[config.mk]
export PLATFORM = sky130hd
export DESIGN_NAME = smc_ctrl
export DESIGN_NICKNAME = d
export VERILOG_FILES = /design/src/rtl/smc_pkg.sv /design/src/rtl/smc_sync.sv /design/src/rtl/smc_warmup.sv /design/src/rtl/smc_ctrl.sv
export SDC_FILE = /design/constraint.sdc
export NUM_CORES = 1
export LEC_CHECK = 0
export BUFFER_PORTS_ARGS = -buffer_cell sky130_fd_sc_hd__buf_2
export CORE_AREA = 2 2 100 102
export DETAILED_ROUTE_END_ITERATION = 8
export DIE_AREA = 0 0 102 104
export GPL_TIMING_DRIVEN = 0
export PLACE_DENSITY = 0.89
export SYNTH_ARGS = -nofsm -noshare
export SYNTH_HDL_FRONTEND = slang
export SYNTH_SLANG_ARGS = --single-unit
[constraint.sdc]
create_clock -name clk_sys -period 5.3 [get_ports clk_sys]
set_input_delay 1.06 -clock clk_sys [delete_from_list [all_inputs] [get_ports clk_sys]]
set_output_delay 1.06 -clock clk_sys [all_outputs]
set_load 0.02 [all_outputs]
[src/rtl/smc_pkg.sv]
// Shared constants and carrier types of the standby mode controller.
// Assumes one 100 MHz system clock and an 8-bit register port.
package smc_pkg;

	// --------------------------------
	// Clock rates
	// --------------------------------
	localparam int SMC_CLK_HZ = 100_000_000;
	localparam int SMC_FC_HZ = 16_000_000;
	localparam int SMC_FS_HZ = 32_768;
	localparam int SMC_HF_DIV = SMC_CLK_HZ / SMC_FC_HZ;
	localparam int SMC_LF_DIV = SMC_CLK_HZ / SMC_FS_HZ;
	localparam int SMC_DIV_W = 12;
	localparam int SMC_WU_W = 18;

	// --------------------------------
	// Register map and fields
	// --------------------------------
	localparam logic [7:0] SMC_ADDR_CTRL_ONE = 8'h38;
	localparam logic [7:0] SMC_ADDR_CTRL_TWO = 8'h39;
	localparam logic [7:0] SMC_ADDR_KEY_EN = 8'h3A;
	localparam logic [7:0] SMC_ADDR_STATUS = 8'h3B;
	localparam int SMC_B_HALT = 7;
	localparam int SMC_B_REL = 6;
	localparam int SMC_B_RET = 5;
	localparam int SMC_B_HOLD = 4;
	localparam int SMC_B_WU_HI = 3;
	localparam int SMC_B_WU_LO = 2;
	localparam int SMC_B_XEN = 7;
	localparam int SMC_B_XTEN = 6;
	localparam int SMC_B_SYSCK = 5;
	localparam int SMC_B_NAP = 4;
	localparam int SMC_PC_STEP = 2;

	// --------------------------------
	// Types
	// --------------------------------
	typedef enum logic [2:0] {
		SMC_RUN = 3'h0,
		SMC_HALT = 3'h1,
		SMC_WARM = 3'h3,
		SMC_NAP = 3'h2
	} smc_state_t;

	typedef struct packed {
		logic cpu_stop;
		logic wdt_stop;
		logic periph_stop;
		logic tg_clear;
		logic resume;
		logic irq_service;
		logic core_reset_req;
	} smc_core_t;

	typedef struct packed {
		logic hf_en;
		logic lf_en;
	} smc_osc_t;

	typedef struct packed {
		logic port_hiz;
		logic wake_pin_hiz;
	} smc_port_t;

	typedef struct packed {
		smc_state_t state;
		logic halt_req;
		logic release_type_sel;
		logic return_mode_sel;
		logic halt_port_hold;
		logic [1:0] warmup_sel;
		logic xen;
		logic xten;
		logic sysck;
		logic nap_req;
		logic [3:0] key_wake_en;
		logic pin_prev;
		logic wu_start;
		logic [SMC_DIV_W-1:0] hf_cnt;
		logic [SMC_DIV_W-1:0] lf_cnt;
		logic [15:0] resume_pc;
		logic [7:0] rdata;
		smc_core_t core;
		smc_osc_t osc;
		smc_port_t port;
	} smc_regs_t;

	localparam smc_regs_t SMC_REGS_RST = '{state: SMC_RUN, xen: 1'b1,
		osc: '{hf_en: 1'b1, lf_en: 1'b0}, default: '0};

endpackage : smc_pkg

[src/rtl/smc_sync.sv]
// Two-flop synchroniser for asynchronous pins.
// Assumes d comes from outside the clk_sys domain.
`timescale 1ns/1ns
module smc_sync #(
	parameter int W = 1,
	parameter logic [W-1:0] RST_VAL = '0
) (
	input wire logic clk_sys,
	input wire logic reset,
	input wire logic [W-1:0] d,
	output logic [W-1:0] q
);
	typedef struct packed {
		logic [W-1:0] s2;
		logic [W-1:0] s1;
	} smc_sync_st_t;

	smc_sync_st_t st_ff;
	smc_sync_st_t nxt_st;

	// First stage feeds only the second
	always_comb begin
		nxt_st.s1 = d;
		nxt_st.s2 = st_ff.s1;
	end

	always_ff @(posedge clk_sys) begin
		if (reset) begin
			st_ff <= '{s2: RST_VAL, s1: RST_VAL};
		end else begin
			st_ff <= nxt_st;
		end
	end

	assign q = st_ff.s2;
endmodule : smc_sync

[src/rtl/smc_warmup.sv]
// Oscillator warm-up counter, advanced by a tick enable.
// Assumes target is at least one when start is pulsed.
`timescale 1ns/1ns
module smc_warmup #(
	parameter int CNT_W = 18
) (
	input wire logic clk_sys,
	input wire logic reset,
	input wire logic start,
	input wire logic [CNT_W-1:0] target,
	input wire logic tick_en,
	output logic busy,
	output logic done
);
	typedef struct packed {
		logic busy;
		logic done;
		logic [CNT_W-1:0] cnt;
		logic [CNT_W-1:0] lim;
	} smc_wu_st_t;

	smc_wu_st_t st_ff;
	smc_wu_st_t nxt_st;

	always_comb begin
		nxt_st = st_ff;
		nxt_st.done = 1'b0;
		if (start) begin
			nxt_st.busy = 1'b1;
			nxt_st.cnt = '0;
			nxt_st.lim = target;
		end else if (st_ff.busy && tick_en) begin
			// exact count end
			if (st_ff.cnt == st_ff.lim - CNT_W'(1)) begin
				nxt_st.busy = 1'b0;
				nxt_st.done = 1'b1;
			end else begin
				nxt_st.cnt = st_ff.cnt + CNT_W'(1);
			end
		end
	end

	always_ff @(posedge clk_sys) begin
		if (reset) begin
			st_ff <= '0;
		end else begin
			st_ff <= nxt_st;
		end
	end

	assign busy = st_ff.busy;
	assign done = st_ff.done;
endmodule : smc_warmup

[src/rtl/smc_ctrl.sv]
// Standby mode controller: deep halt and CPU-nap sequencing.
// Assumes the CPU core obeys the stop, resume and service strobes,
// and that wake, key-wake and reset pins are asynchronous.
`timescale 1ns/1ns

// Function
// Halt bit write enters deep halt
// Oscillators off, all operation stopped
// Memory, registers, port latches retained
// Prescaler cleared at entry, restart cleared
// Resume address is instruction plus two
// Release type bit: one means level
// Edge release must not use key-wake
// Level release: pin high or key low
// Active wake at request skips halt
// Software checks pins before level halt
// Restart oscillators per return mode
// Warm-up interval, four selectable lengths
// Resume after warm-up ends
// Reset pin low ends deep halt
// Software masks and cleans interrupts
// Nap stops CPU and watchdog only
// Software nap entry order
// Nap bit self-clears, mode restored
// Reset pin ends nap, single fast
// Master off: resume without service
// Master on: start service routine
// Watchdog irq blocks nap entry
// Warm-up counts fast and slow tables
// Return mode bit, reset overrides
// Port hold bit: high-z or driven
// Wake pins sampled through synchronisers
// Warm-up counted on selected oscillator
module smc_ctrl #(
	parameter int HF_DIV = smc_pkg::SMC_HF_DIV,
	parameter int LF_DIV = smc_pkg::SMC_LF_DIV,
	parameter int WU_FAST_0 = 3 * (1 << 16),
	parameter int WU_FAST_1 = 1 << 16,
	parameter int WU_FAST_2 = 3 * (1 << 14),
	parameter int WU_FAST_3 = 1 << 14,
	parameter int WU_SLOW_0 = 3 * (1 << 13),
	parameter int WU_SLOW_1 = 1 << 13,
	parameter int WU_SLOW_2 = 3 * (1 << 6),
	parameter int WU_SLOW_3 = 1 << 6
) (
	input wire logic clk_sys,
	input wire logic reset,
	input wire logic [7:0] reg_addr,
	input wire logic [7:0] reg_wdata,
	input wire logic reg_wr,
	input wire logic reg_rd,
	output logic [7:0] reg_rdata,
	input wire logic [15:0] insn_addr,
	input wire logic irq_master_enable,
	input wire logic [7:0] irq_source_enable,
	input wire logic [7:0] irq_pending_latch,
	input wire logic watchdog_irq,
	input wire logic port2_bit0,
	input wire logic [3:0] key_wake_inputs,
	input wire logic reset_pin_n,
	output smc_pkg::smc_core_t core_ctl,
	output smc_pkg::smc_osc_t osc_ctl,
	output smc_pkg::smc_port_t port_ctl,
	output logic [15:0] resume_pc,
	output logic [1:0] op_mode
);
	import smc_pkg::*;

	// --------------------------------
	// Parameter checks
	// --------------------------------
	localparam int WU_MAX = 1 << SMC_WU_W;
	localparam int DIV_MAX = 1 << SMC_DIV_W;

	if (HF_DIV < 1 || HF_DIV >= DIV_MAX || LF_DIV < 1 || LF_DIV >= DIV_MAX) begin : g_bad_div
		$error("smc_ctrl: divider out of range");
	end
	if (WU_FAST_0 < 1 || WU_FAST_0 >= WU_MAX || WU_FAST_1 < 1 || WU_FAST_1 >= WU_MAX ||
		WU_FAST_2 < 1 || WU_FAST_2 >= WU_MAX || WU_FAST_3 < 1 || WU_FAST_3 >= WU_MAX ||
		WU_SLOW_0 < 1 || WU_SLOW_0 >= WU_MAX || WU_SLOW_1 < 1 || WU_SLOW_1 >= WU_MAX ||
		WU_SLOW_2 < 1 || WU_SLOW_2 >= WU_MAX || WU_SLOW_3 < 1 || WU_SLOW_3 >= WU_MAX) begin : g_bad_wu
		$error("smc_ctrl: warm-up count out of range");
	end

	localparam logic [SMC_DIV_W-1:0] HF_LAST = SMC_DIV_W'(HF_DIV - 1);
	localparam logic [SMC_DIV_W-1:0] LF_LAST = SMC_DIV_W'(LF_DIV - 1);

	// --------------------------------
	// Pin synchronisers
	// --------------------------------
	logic [5:0] pins_s;
	logic wake_pin_s;
	logic [3:0] keys_s;
	logic rst_pin_n_s;

	// pins synchronised first
	smc_sync #(
		.W(6),
		.RST_VAL(6'h3E)
	) u_sync (
		.clk_sys(clk_sys),
		.reset(reset),
		.d({reset_pin_n, key_wake_inputs, port2_bit0}),
		.q(pins_s)
	);

	assign wake_pin_s = pins_s[0];
	assign keys_s = pins_s[4:1];
	assign rst_pin_n_s = pins_s[5];

	// --------------------------------
	// State and warm-up counter
	// --------------------------------
	smc_regs_t st_ff;
	smc_regs_t nxt_st;
	logic hf_tick;
	logic lf_tick;
	logic wu_busy;
	logic wu_done;
	logic [SMC_WU_W-1:0] wu_target;
	logic wake_level;
	logic wake_edge;
	logic nap_release;

	// warm-up table select
	always_comb begin
		case ({st_ff.return_mode_sel, st_ff.warmup_sel})
			3'h0: wu_target = SMC_WU_W'(WU_FAST_0);
			3'h1: wu_target = SMC_WU_W'(WU_FAST_1);
			3'h2: wu_target = SMC_WU_W'(WU_FAST_2);
			3'h3: wu_target = SMC_WU_W'(WU_FAST_3);
			3'h4: wu_target = SMC_WU_W'(WU_SLOW_0);
			3'h5: wu_target = SMC_WU_W'(WU_SLOW_1);
			3'h6: wu_target = SMC_WU_W'(WU_SLOW_2);
			3'h7: wu_target = SMC_WU_W'(WU_SLOW_3);
			default: wu_target = SMC_WU_W'(WU_FAST_0);
		endcase
	end

	// ticks of the return oscillator
	smc_warmup #(
		.CNT_W(SMC_WU_W)
	) u_warmup (
		.clk_sys(clk_sys),
		.reset(reset),
		.start(st_ff.wu_start),
		.target(wu_target),
		.tick_en(st_ff.return_mode_sel ? lf_tick : hf_tick),
		.busy(wu_busy),
		.done(wu_done)
	);

	// Oscillator ticks only while that oscillator runs
	assign hf_tick = st_ff.osc.hf_en && (st_ff.hf_cnt == HF_LAST);
	assign lf_tick = st_ff.osc.lf_en && (st_ff.lf_cnt == LF_LAST);

	// level wake: pin high or enabled key low
	assign wake_level = wake_pin_s | (|(st_ff.key_wake_en & ~keys_s));
	// edge wake watches only the wake pin
	assign wake_edge = wake_pin_s & ~st_ff.pin_prev;
	assign nap_release = |(irq_pending_latch & irq_source_enable);

	// --------------------------------
	// Next-state logic
	// --------------------------------
	always_comb begin
		nxt_st = st_ff;
		nxt_st.wu_start = 1'b0;
		nxt_st.pin_prev = wake_pin_s;
		nxt_st.core.tg_clear = 1'b0;
		nxt_st.core.resume = 1'b0;
		nxt_st.core.irq_service = 1'b0;
		nxt_st.core.core_reset_req = 1'b0;
		nxt_st.rdata = 8'h00;
		nxt_st.hf_cnt = (st_ff.hf_cnt == HF_LAST) ? '0 : st_ff.hf_cnt + SMC_DIV_W'(1);
		nxt_st.lf_cnt = (st_ff.lf_cnt == LF_LAST) ? '0 : st_ff.lf_cnt + SMC_DIV_W'(1);

		// Register reads, data valid one cycle later
		if (reg_rd) begin
			case (reg_addr)
				SMC_ADDR_CTRL_ONE: begin
					nxt_st.rdata[SMC_B_HALT] = st_ff.halt_req;
					nxt_st.rdata[SMC_B_REL] = st_ff.release_type_sel;
					nxt_st.rdata[SMC_B_RET] = st_ff.return_mode_sel;
					nxt_st.rdata[SMC_B_HOLD] = st_ff.halt_port_hold;
					nxt_st.rdata[SMC_B_WU_HI:SMC_B_WU_LO] = st_ff.warmup_sel;
				end
				SMC_ADDR_CTRL_TWO: begin
					nxt_st.rdata[SMC_B_XEN] = st_ff.xen;
					nxt_st.rdata[SMC_B_XTEN] = st_ff.xten;
					nxt_st.rdata[SMC_B_SYSCK] = st_ff.sysck;
					nxt_st.rdata[SMC_B_NAP] = st_ff.nap_req;
				end
				SMC_ADDR_KEY_EN: begin
					nxt_st.rdata[3:0] = st_ff.key_wake_en;
				end
				SMC_ADDR_STATUS: begin
					nxt_st.rdata[2:0] = st_ff.state;
				end
				default: begin
					nxt_st.rdata = 8'h00;
				end
			endcase
		end

		case (st_ff.state)
			SMC_RUN: begin
				if (reg_wr) begin
					case (reg_addr)
						SMC_ADDR_CTRL_ONE: begin
							nxt_st.release_type_sel = reg_wdata[SMC_B_REL];
							nxt_st.return_mode_sel = reg_wdata[SMC_B_RET];
							nxt_st.halt_port_hold = reg_wdata[SMC_B_HOLD];
							nxt_st.warmup_sel = reg_wdata[SMC_B_WU_HI:SMC_B_WU_LO];
							// halt request bit
							if (reg_wdata[SMC_B_HALT]) begin
								nxt_st.halt_req = 1'b1;
								// resume two ahead
								nxt_st.resume_pc = insn_addr + 16'(SMC_PC_STEP);
								nxt_st.core.cpu_stop = 1'b1;
								nxt_st.core.wdt_stop = 1'b1;
								nxt_st.core.periph_stop = 1'b1;
								// wake already active
								if (reg_wdata[SMC_B_REL] && wake_level) begin
									nxt_st.state = SMC_WARM;
									nxt_st.wu_start = 1'b1;
								end else begin
									// oscillators off
									nxt_st.state = SMC_HALT;
									nxt_st.osc = '0;
									// prescaler cleared
									nxt_st.core.tg_clear = 1'b1;
									// port drive per hold bit
									nxt_st.port.port_hiz = ~reg_wdata[SMC_B_HOLD];
									nxt_st.port.wake_pin_hiz = 1'b1;
								end
							end
						end
						SMC_ADDR_CTRL_TWO: begin
							nxt_st.xen = reg_wdata[SMC_B_XEN];
							nxt_st.xten = reg_wdata[SMC_B_XTEN];
							nxt_st.sysck = reg_wdata[SMC_B_SYSCK];
							nxt_st.osc.hf_en = reg_wdata[SMC_B_XEN];
							nxt_st.osc.lf_en = reg_wdata[SMC_B_XTEN];
							// watchdog irq wins over nap
							if (reg_wdata[SMC_B_NAP] && !watchdog_irq) begin
								// CPU and watchdog stop
								nxt_st.state = SMC_NAP;
								nxt_st.nap_req = 1'b1;
								nxt_st.resume_pc = insn_addr + 16'(SMC_PC_STEP);
								nxt_st.core.cpu_stop = 1'b1;
								nxt_st.core.wdt_stop = 1'b1;
							end
						end
						SMC_ADDR_KEY_EN: begin
							nxt_st.key_wake_en = reg_wdata[3:0];
						end
						default: begin
							nxt_st.key_wake_en = st_ff.key_wake_en;
						end
					endcase
				end
			end
			SMC_HALT: begin
				// everything frozen; prescaler held clear
				nxt_st.core.tg_clear = 1'b1;
				// level or edge release
				if (st_ff.release_type_sel ? wake_level : wake_edge) begin
					nxt_st.state = SMC_WARM;
					nxt_st.wu_start = 1'b1;
					nxt_st.core.tg_clear = 1'b0;
					// restart per return mode
					nxt_st.osc.hf_en = ~st_ff.return_mode_sel;
					nxt_st.osc.lf_en = st_ff.return_mode_sel | st_ff.xten;
				end
			end
			SMC_WARM: begin
				// halted until warm-up ends
				nxt_st.osc.hf_en = ~st_ff.return_mode_sel;
				nxt_st.osc.lf_en = st_ff.return_mode_sel | st_ff.xten;
				if (wu_done) begin
					// resume next instruction
					nxt_st.state = SMC_RUN;
					nxt_st.halt_req = 1'b0;
					nxt_st.core.cpu_stop = 1'b0;
					nxt_st.core.wdt_stop = 1'b0;
					nxt_st.core.periph_stop = 1'b0;
					nxt_st.core.resume = 1'b1;
					nxt_st.port = '0;
					// return mode bit
					nxt_st.sysck = st_ff.return_mode_sel;
					nxt_st.xen = ~st_ff.return_mode_sel;
					nxt_st.xten = st_ff.return_mode_sel | st_ff.xten;
				end
			end
			SMC_NAP: begin
				if (nap_release) begin
					// nap bit self-clears
					nxt_st.state = SMC_RUN;
					nxt_st.nap_req = 1'b0;
					nxt_st.core.cpu_stop = 1'b0;
					nxt_st.core.wdt_stop = 1'b0;
					// service when master enabled
					nxt_st.core.irq_service = irq_master_enable;
					// plain resume otherwise
					nxt_st.core.resume = ~irq_master_enable;
				end
			end
			default: begin
				nxt_st.state = SMC_RUN;
			end
		endcase

		// reset pin ends any standby
		// back to single-clock fast mode
		if (!rst_pin_n_s) begin
			nxt_st = SMC_REGS_RST;
			nxt_st.pin_prev = wake_pin_s;
			nxt_st.core.core_reset_req = 1'b1;
		end
	end

	// --------------------------------
	// State register
	// --------------------------------
	always_ff @(posedge clk_sys) begin
		if (reset) begin
			st_ff <= SMC_REGS_RST;
		end else begin
			st_ff <= nxt_st;
		end
	end

	// --------------------------------
	// Outputs
	// --------------------------------
	assign reg_rdata = st_ff.rdata;
	assign core_ctl = st_ff.core;
	assign osc_ctl = st_ff.osc;
	assign port_ctl = st_ff.port;
	assign resume_pc = st_ff.resume_pc;
	// Mode: 0 single fast, 1 dual fast, 3 slow
	assign op_mode = st_ff.sysck ? 2'h3 : (st_ff.xten ? 2'h1 : 2'h0);

endmodule : smc_ctrl

==> impl_metrics.csv, run 1 <==
group,metric,value,unit
synth,synth_seq_cells,115,
die,die_h,104,um
detailed_routing,wl_per_cell,15.7,um
die,placeableCoreArea,9550,um^2
clock_network,cts_tree,"done",
layout,fin_area,6780,um^2
setup_path,critPathSlowestCell,"nor3_2",
sta,clock_skew,0.00735,ns
power,pwr-share-comb,4.9,%
global_routing,grt.total_usage,27.3,%
clock_network,hold_buffers,0,
clock_network,ctsLongestPathBuffers,2,
synth,synth_compound_area_share,12.9,%
clock_network,htree_num_levels,4,
sta,tightestPinTransition,1.12,ns
run,cap_violations,0,
layout,instances_no_fill,904,
synth,async_reset_ff_share,0,%
global_routing,grt_max_degree,17,
clock_network,cts.repair.resized,0,
setup_path,cp-start-kind,"primary input",
synth,synth_fp_nets,719,
power,p_seq_share,43.1,%
layout,area_delta_synth_final,21.4,%
synth,synthXorXnorAreaFrac,6.59,%
setup_path,path_buf_inv,1,
worst_hold_path,min_from,"u_sync.nxt_st[8]$_SDFF_PP1_",
synth,syn_inst,646,
setup_path,required,5.65,ns
placement,place.gp.congestion,0.864,
synth,yosysUniqueCellTypes,58,
layout,multi_input_area,2810,um^2
detailed_routing,dr.pass1.iters,8,
die,initial_utilization,58.5,%
die,die_area,10600,um^2
clock_network,insertion_delay,0.51,ns
synth,yosysWarnings,0,
sta,fmax,0.369,GHz
setup_path,rr_startpoint,"u_warmup.st_ff[6]$_SDFFE_PP0P_",
power,ir_worst_vdd,160,uV
setup_path,worstSetupPathType,"in -> reg",
detailed_routing,antenna_left,0,
die,rows,36,
global_routing,antenna_found_initial,0,
sta,drv_slew,0,
global_routing,grt_pass1_vias,5053,
detailed_routing,routed_via_density,5.71,
setup_path,critPathMaxFanout,9,
global_routing,grt_pass1_wl,23.2,mm
outcome,outcome,"completed",
die,die_w,102,um
layout,num-fill-cells,704,
synth,syn_avg_cell_area,8.65,um^2
power,power.switching,0.000445,W
detailed_routing,drtIter0Drc,359,
clock_network,path_clk_slew,0.05,ns
sta,fin_ws,2.59,ns
synth,synth_top_family_by_area,"simple AND/OR/NAND/NOR gates",
layout,drive_gt1_share,23.6,%
layout,seqCellArea,2300,um^2
layout,final_core_util,71.0,%
placement,place_worst_setup_slack,2.19,ns
worst_hold_path,holdPathEnd,"u_sync.q[2]$_SDFF_PP1_",
sta,maxSlewHeadroom,24.7,%
power,power_density,302,nW/um^2
power,p_sw_share,21.8,%
setup_path,ff2ff_path_depth,10,
synth,synth.area.mux_share,4.48,%
sta,finalSetupTns,0,ns
clock_network,root_buffer,"clkbuf_8",
synth,synthAdderAreaFrac,2.91,%
sta,layout_min_cycle_time,2.71,ns
power,intPower,0.00160,W
setup_path,arrival,3.06,ns
detailed_routing,vias,5165,
die,ios,97,
power,clkPwrFrac,52.0,%
setup_path,r2r-end,"u_warmup.st_ff[24]$_SDFFE_PP0P_",
detailed_routing,wirelength,14.2,mm
synth,synth-simple-area-share,23.5,%
synth,seq_area_frac_synth,41.2,%
sta,hold_viol_final,0,
placement,placedCellCount,875,
synth,syn_area,5590,um^2
sta,period_share,51.2,%
detailed_routing,drc,0,
setup_path,end_kind,"flip-flop",
layout,diodes,0,
worst_hold_path,hold_path_depth,1,
power,p_leak,2.77,nW
sta,rsz0062_at_grt,"no",
placement,dp_hpwl,9.68,mm
setup_path,worst-r2r-setup-slack,2.62,ns
setup_path,max_stage_delay,0.77,ns
setup_path,cp_cell_sequence,"buf_2, and4bb_2, nand3_1, nor3_2, nand2_1, a21oi_1, a2111oi_0",
clock_network,cts_buffers,17,
global_routing,grt_overflow,0,
worst_hold_path,hold_class,"reg -> reg",
sta,setup_violations,0,
placement,place_area,6230,um^2
synth,synthFlopType,"dfxtp_1",
placement,portBuffers,96,
setup_path,crit_family,"simple AND/OR/NAND/NOR gates",
clock_network,cts_sinks,115,
synth,synth-edff-count,0,
clock_network,postCtsSetupBuffers,0,
layout,final_net_count,834,
synth_stat cells (2+ instances only):
master / instances / area [um^2]
a41oi_1: 3 / 26.3
mux2i_1: 25 / 250
a211oi_1: 18 / 135
or3_1: 20 / 125
o21ai_0: 24 / 120
nor2b_1: 6 / 37.5
inv_1: 21 / 78.8
a22oi_1: 4 / 30.0
xor2_1: 25 / 219
o21a_1: 2 / 15.0
o21ai_1: 2 / 10.0
and3_1: 14 / 87.6
nor3b_1: 2 / 15.0
nand3_1: 38 / 190
a211o_1: 2 / 17.5
buf_4: 36 / 270
clkbuf_1: 21 / 78.8
nand2b_1: 8 / 50.1
dfxtp_1: 115 / 2300
nor4_1: 7 / 43.8
xnor2_1: 17 / 149
nor3_2: 2 / 20.0
buf_1: 2 / 7.51
nand4_1: 8 / 50.1
or4_1: 3 / 22.5
o2111ai_1: 2 / 17.5
and2_1: 4 / 25.0
and4_1: 3 / 26.3
nor3_1: 7 / 35.0
a221oi_1: 2 / 17.5
o31a_1: 2 / 17.5
nor2_1: 79 / 297
nor4bb_1: 2 / 20.0
or2_2: 13 / 81.3
nand2_1: 34 / 128
ha_1: 13 / 163
a21oi_1: 38 / 190
a2111oi_0: 2 / 17.5
logic make-up after synthesis:
logic type,after synthesis
flops,115
mux,25
buf+inv,84
simple gates,256
xor+xnor,42
fa+ha+maj,13
compound gates,111
metal layers:
metal | share of wire, % | vias to the layer above | global-route usage (%)
met3 | 6.7 | 30 | 6.85
met4 | 1.7 | 0 | 10.8
met2 | 52 | 226 | 46.4
li1 | - | 2445 | -
met5 | 0 | - | 0
met1 | 40 | 2464 | 32.7
registers in the layout, summed over array words and instances, names as in the netlist:
signal          cells
u_sync.nxt_st       6
st_ff              42
u_warmup.st_ff     25
core_ctl            6
port_ctl            2
u_warmup.busy       1
osc_ctl             2
u_sync.q            6
reg_rdata           8
resume_pc          16
u_warmup.done       1
area by class of cell:
cell class                      instances  share of cell area, %
Timing Repair Buffer                   96                   7.08
Clock buffer                           24                   7.38
Multi-Input combinational cell        447                   41.5
Sequential cell                       115                   33.9
Clock inverter                          5                  0.738
Buffer                                 62                   5.72
Inverter                               22                   1.22
Tap cell                              133                   2.45
metrics by stage:
stage / hold WS, ns / power [W]
after floorplan: 0.389 / 0.000949
after CTS: 0.411 / 0.00205
after detailed placement: 0.398 / 0.000996
final: 0.408 / 0.00205
after global placement: 0.393 / 0.000992
after global routing: 0.424 / 0.00210
power by group through the flow:
stage | clock network (W) | registers [W] | logic [W]
6_report | 0.00106 | 0.000882 | 0.0000996
5_1_grt | 0.00111 | 0.000883 | 0.000110
4_1_cts | 0.00107 | 0.000882 | 0.0000986
3_5_place_dp | 0 | 0.000900 | 0.0000963
3_3_place_gp | 0 | 0.000899 | 0.0000925
2_1_floorplan | 0 | 0.000898 | 0.0000517
layout by cell type (no fill, tap or decap), types with 3 or more instances in the layout:
cell / n
or3_1: 20
and2_1: 4
ha_1: 13
a41oi_1: 3
xnor2_1: 17
clkbuf_8: 7
clkbuf_16: 16
clkbuf_1: 22
or4_1: 3
o21ai_0: 24
buf_2: 96
buf_4: 36
and3_1: 14
dfxtp_1: 115
inv_1: 21
nand2b_1: 8
or2_2: 13
nand4_1: 8
nand2_1: 34
nor4_1: 7
a21oi_1: 38
nor2_1: 79
nor2b_1: 6
a22oi_1: 4
and4_1: 3
xor2_1: 25
nand3_1: 38
clkinv_2: 4
mux2i_1: 25
a211oi_1: 18
nor3_1: 7
worst max-delay path by stage:
stage / startpoint / to / slack (ns) / cells past startpoint
CTS: u_warmup.st_ff[6]$_SDFFE_PP0P_ / u_warmup.st_ff[24]$_SDFFE_PP0P_ / 2.65 / 9
detailed placement: reg_addr[1] / st_ff[67]$_SDFFE_PP0P_ / 2.19 / 8
finish: reg_addr[6] / st_ff[74]$_SDFFE_PP0P_ / 2.59 / 7
global placement: reg_addr[6] / core_ctl[4]$_SDFFE_PP0P_ / 2.25 / 7
global route: u_warmup.st_ff[6]$_SDFFE_PP0P_ / u_warmup.st_ff[34]$_SDFFE_PP0P_ / 2.43 / 8
floorplan: reg_addr[6] / st_ff[64]$_SDFFE_PP0P_ / 2.72 / 5
Power figures use the tool's default switching activity.
==> run 2: changes to the inputs <==
--- a/config.mk
+++ b/config.mk
@@ -5,12 +5,13 @@
 export SDC_FILE = /design/constraint.sdc
 export NUM_CORES = 1
 export LEC_CHECK = 0
+export ABC_AREA = 1
 export BUFFER_PORTS_ARGS = -buffer_cell sky130_fd_sc_hd__buf_2
-export CORE_AREA = 2 2 100 102
+export CORE_AREA = 2 2 112 114
 export DETAILED_ROUTE_END_ITERATION = 8
-export DIE_AREA = 0 0 102 104
+export DIE_AREA = 0 0 114 116
 export GPL_TIMING_DRIVEN = 0
-export PLACE_DENSITY = 0.89
+export PLACE_DENSITY = 0.81
 export SYNTH_ARGS = -nofsm -noshare
 export SYNTH_HDL_FRONTEND = slang
 export SYNTH_SLANG_ARGS = --single-unit
==> constraint.sdc (replaced) <==
create_clock -name clk_sys -period 2.45 [get_ports clk_sys]
set_input_delay 0.49 -clock clk_sys [delete_from_list [all_inputs] [get_ports clk_sys]]
set_output_delay 0.49 -clock clk_sys [all_outputs]
set_load 0.02 [all_outputs]
==> run 2 against run 1 <==
  * Worst hold slack worse by 0.14 ns
  * Largest power group unchanged
  * Clock-buffer cell count shrank 2
  * Combinational power grew to 2.5 times the previous value
  * Synthesized cell count increased by 36%
  * Global-route usage decreased by 5.4 points
  * Sequential power is 120% higher
==> impl_metrics.csv, run 2 <==
group,metric,value,unit
outcome,outcome,"completed",
clock_network,cts_buffers,17,
global_routing,grt_overflow,0,
synth,synth_seq_cells,115,
synth,netlist.top_cell.by_area,"dfxtp_1",
synth,synth-edff-count,0,
synth,yosysUniqueCellTypes,48,
layout,final_common_cell,"nand2_1",
synth,synth_top_area_share,38.1,%
synth,syn_area,6050,um^2
detailed_routing,vias,5740,
detailed_routing,routed_via_density,4.98,
sta,layout_min_cycle_time,2.19,ns
clock_network,root_buffer,"clkbuf_16",
detailed_routing,wl_per_cell,12.0,um
detailed_routing,drc,0,
setup_path,cp-start-kind,"flip-flop",
layout,final_net_count,1066,
synth,synth_most_common_cell,"nand2_1",
synth,yosys-top-cells-area,"dfxtp_1, nand2_1, nor2_1, inv_1, buf_4",
sta,hold_viol_final,0,
synth,seq_area_frac_synth,38.1,%
layout,area_delta_synth_final,21.9,%
global_routing,grt_pass1_vias,5462,
die,die_area,13200,um^2
setup_path,end_kind,"flip-flop",
clock_network,path_clk_slew,0.05,ns
layout,fin_area,7370,um^2
sta,setup_violations,0,
layout,drive_gt1_share,21.1,%
die,die_h,116,um
die,die_w,114,um
global_routing,grt_pass1_wl,23.4,mm
die,ios,97,
global_routing,grt_max_degree,17,
layout,diodes,0,
synth,synth_top_family_by_area,"simple AND/OR/NAND/NOR gates",
synth,async_reset_ff_share,0,%
die,initial_utilization,50.8,%
clock_network,hold_buffers,0,
sta,tightestPinTransition,0.517,ns
global_routing,antenna_found_initial,0,
sta,drv_slew,0,
detailed_routing,wirelength,13.8,mm
layout,layout_common_cells,"nand2_1, nor2_1, dfxtp_1, inv_1, buf_2",
synth,synthXorXnorAreaFrac,2.32,%
synth,synth-simple-area-share,34.2,%
power,power_density,661,nW/um^2
clock_network,cts.repair.resized,0,
power,pwr-share-comb,5.2,%
synth,syn_avg_cell_area,6.89,um^2
synth,synthAdderAreaFrac,2.69,%
power,power.switching,0.00100,W
run,cap_violations,0,
synth,synth_compound_area_share,9.39,%
die,rows,40,
placement,place.gp.congestion,0.905,
synth,yosysWarnings,0,
placement,dp_hpwl,10.1,mm
detailed_routing,antenna_left,0,
clock_network,cts_tree,"done",
synth,synthFlopType,"dfxtp_1",
sta,maxSlewHeadroom,65.6,%
sta,clock_skew,0.00682,ns
layout,top_register,"st_ff",
clock_network,ctsLongestPathBuffers,2,
setup_path,critPathMaxFanout,8,
power,total_power,0.00487,W
clock_network,insertion_delay,0.41,ns
die,placeableCoreArea,11900,um^2
power,p_sw_share,20.6,%
sta,fmax,0.457,GHz
worst_hold_path,hold_class,"in -> reg",
synth,synth_fp_nets,951,
setup_path,arrival,2.46,ns
detailed_routing,dr.pass1.iters,6,
power,p_seq_share,39.2,%
layout,largest_reg_flops,42,
clock_network,htree_num_levels,4,
power,clkPwrFrac,55.7,%
synth,synthTopCellsByCount,"nand2_1, nor2_1, dfxtp_1",
synth,synth.area.mux_share,0,%
setup_path,worstSetupPathType,"reg -> reg",
power,ir_worst_vdd,493,uV
placement,portBuffers,96,
global_routing,grt.total_usage,21.9,%
synth,syn_inst,878,
setup_path,required,2.72,ns
detailed_routing,drtIter0Drc,387,
placement,place_area,6710,um^2
clock_network,cts_sinks,115,
sta,period_share,89.4,%
power,intPower,0.00387,W
power,p_leak,3.42,nW
clock_network,postCtsSetupBuffers,0,
==> run 2: cell count changes in the layout (fill, tap and decap cells not counted), moves of 20 or more <==
cell,before,now
nand2_1,34,194
or3_1,20,0
mux2i_1,25,0
nor2_1,79,146
inv_1,21,105
==> run 2: worst max-delay path: stages (launching register included) <==
cell and delay, ns:
dfxtp_1 0.45, inv_1 0.18, ha_1 0.23, buf_2 0.16, inv_1 0.13, nor2_1 0.07
inv_1 0.09, nand2_1 0.09, a211oi_1 0.37, nand2_1 0.14, nand2_1 0.09, a21oi_1 0.05
==> run 2: power groups by stage <==
stage	registers, W	logic (W)	clock network [W]
3_3_place_gp	0.00195	0.000244	0
5_1_grt	0.00191	0.000285	0.00283
6_report	0.00191	0.000251	0.00271
4_1_cts	0.00191	0.000251	0.00275
3_5_place_dp	0.00195	0.000248	0
2_1_floorplan	0.00194	0.000148	0
==> run 2: layout make-up <==
cell class              instances  area (um^2)
fillers                      1060         4540
multi-input cells             597         2950
flip-flops and latches        115         2300
repair buffers                 96          480
clock buffers                  22          474
inverters                     112          420
plain buffers                  54          389
well taps                     147          184
clock inverters                 9          176
==> run 2: cell families (layout without fill, tap and decap cells) <==
group | Yosys count | in the layout
and+or+nand+nor | 467 | 467
buffers and inverters | 166 | 293
DFF | 115 | 115
AOI/OAI and AO/OA | 101 | 101
xor gates and xnor gates | 16 | 16
adders and majority gates | 13 | 13
==> run 2: worst paths after layout <==
kind | start | to | slack, ns | cells past startpoint
max | st_ff[75]$_SDFFE_PP0P_ | port_ctl[1]$_SDFFE_PP0P_ | 0.26 | 11
max reg2reg | st_ff[75]$_SDFFE_PP0P_ | port_ctl[1]$_SDFFE_PP0P_ | 0.26 | 11
min | reset_pin_n | u_sync.nxt_st[11]$_SDFF_PP1_ | 0.27 | 2
min reg2reg | u_sync.nxt_st[6]$_SDFF_PP0_ | u_sync.q[0]$_SDFF_PP0_ | 0.40 | 2
==> run 2: per-layer routing <==
| metal | vias up | share of wire (%) | track usage, % |
|---|---|---|---|
| li1 | 2982 | - | - |
| met2 | 171 | 47 | 37.8 |
| met5 | - | 0 | 0 |
| met4 | 0 | 2.0 | 9.51 |
| met1 | 2557 | 45 | 26.0 |
| met3 | 30 | 6.2 | 5.65 |
==> run 2: stage by stage <==
stage	worst slack (ns)	utilization [%]	std cells	hold slack, ns	setup TNS [ns]
after floorplan	0.565	-	878	0.388	0
after global placement	0.324	56.4	1121	0.391	0
after detailed placement	0.323	56.4	1121	0.393	0
after CTS	0.224	61.8	1152	0.252	0
after global routing	-0.0291	61.9	1152	0.258	-0.0389
final	0.260	61.9	1152	0.267	0
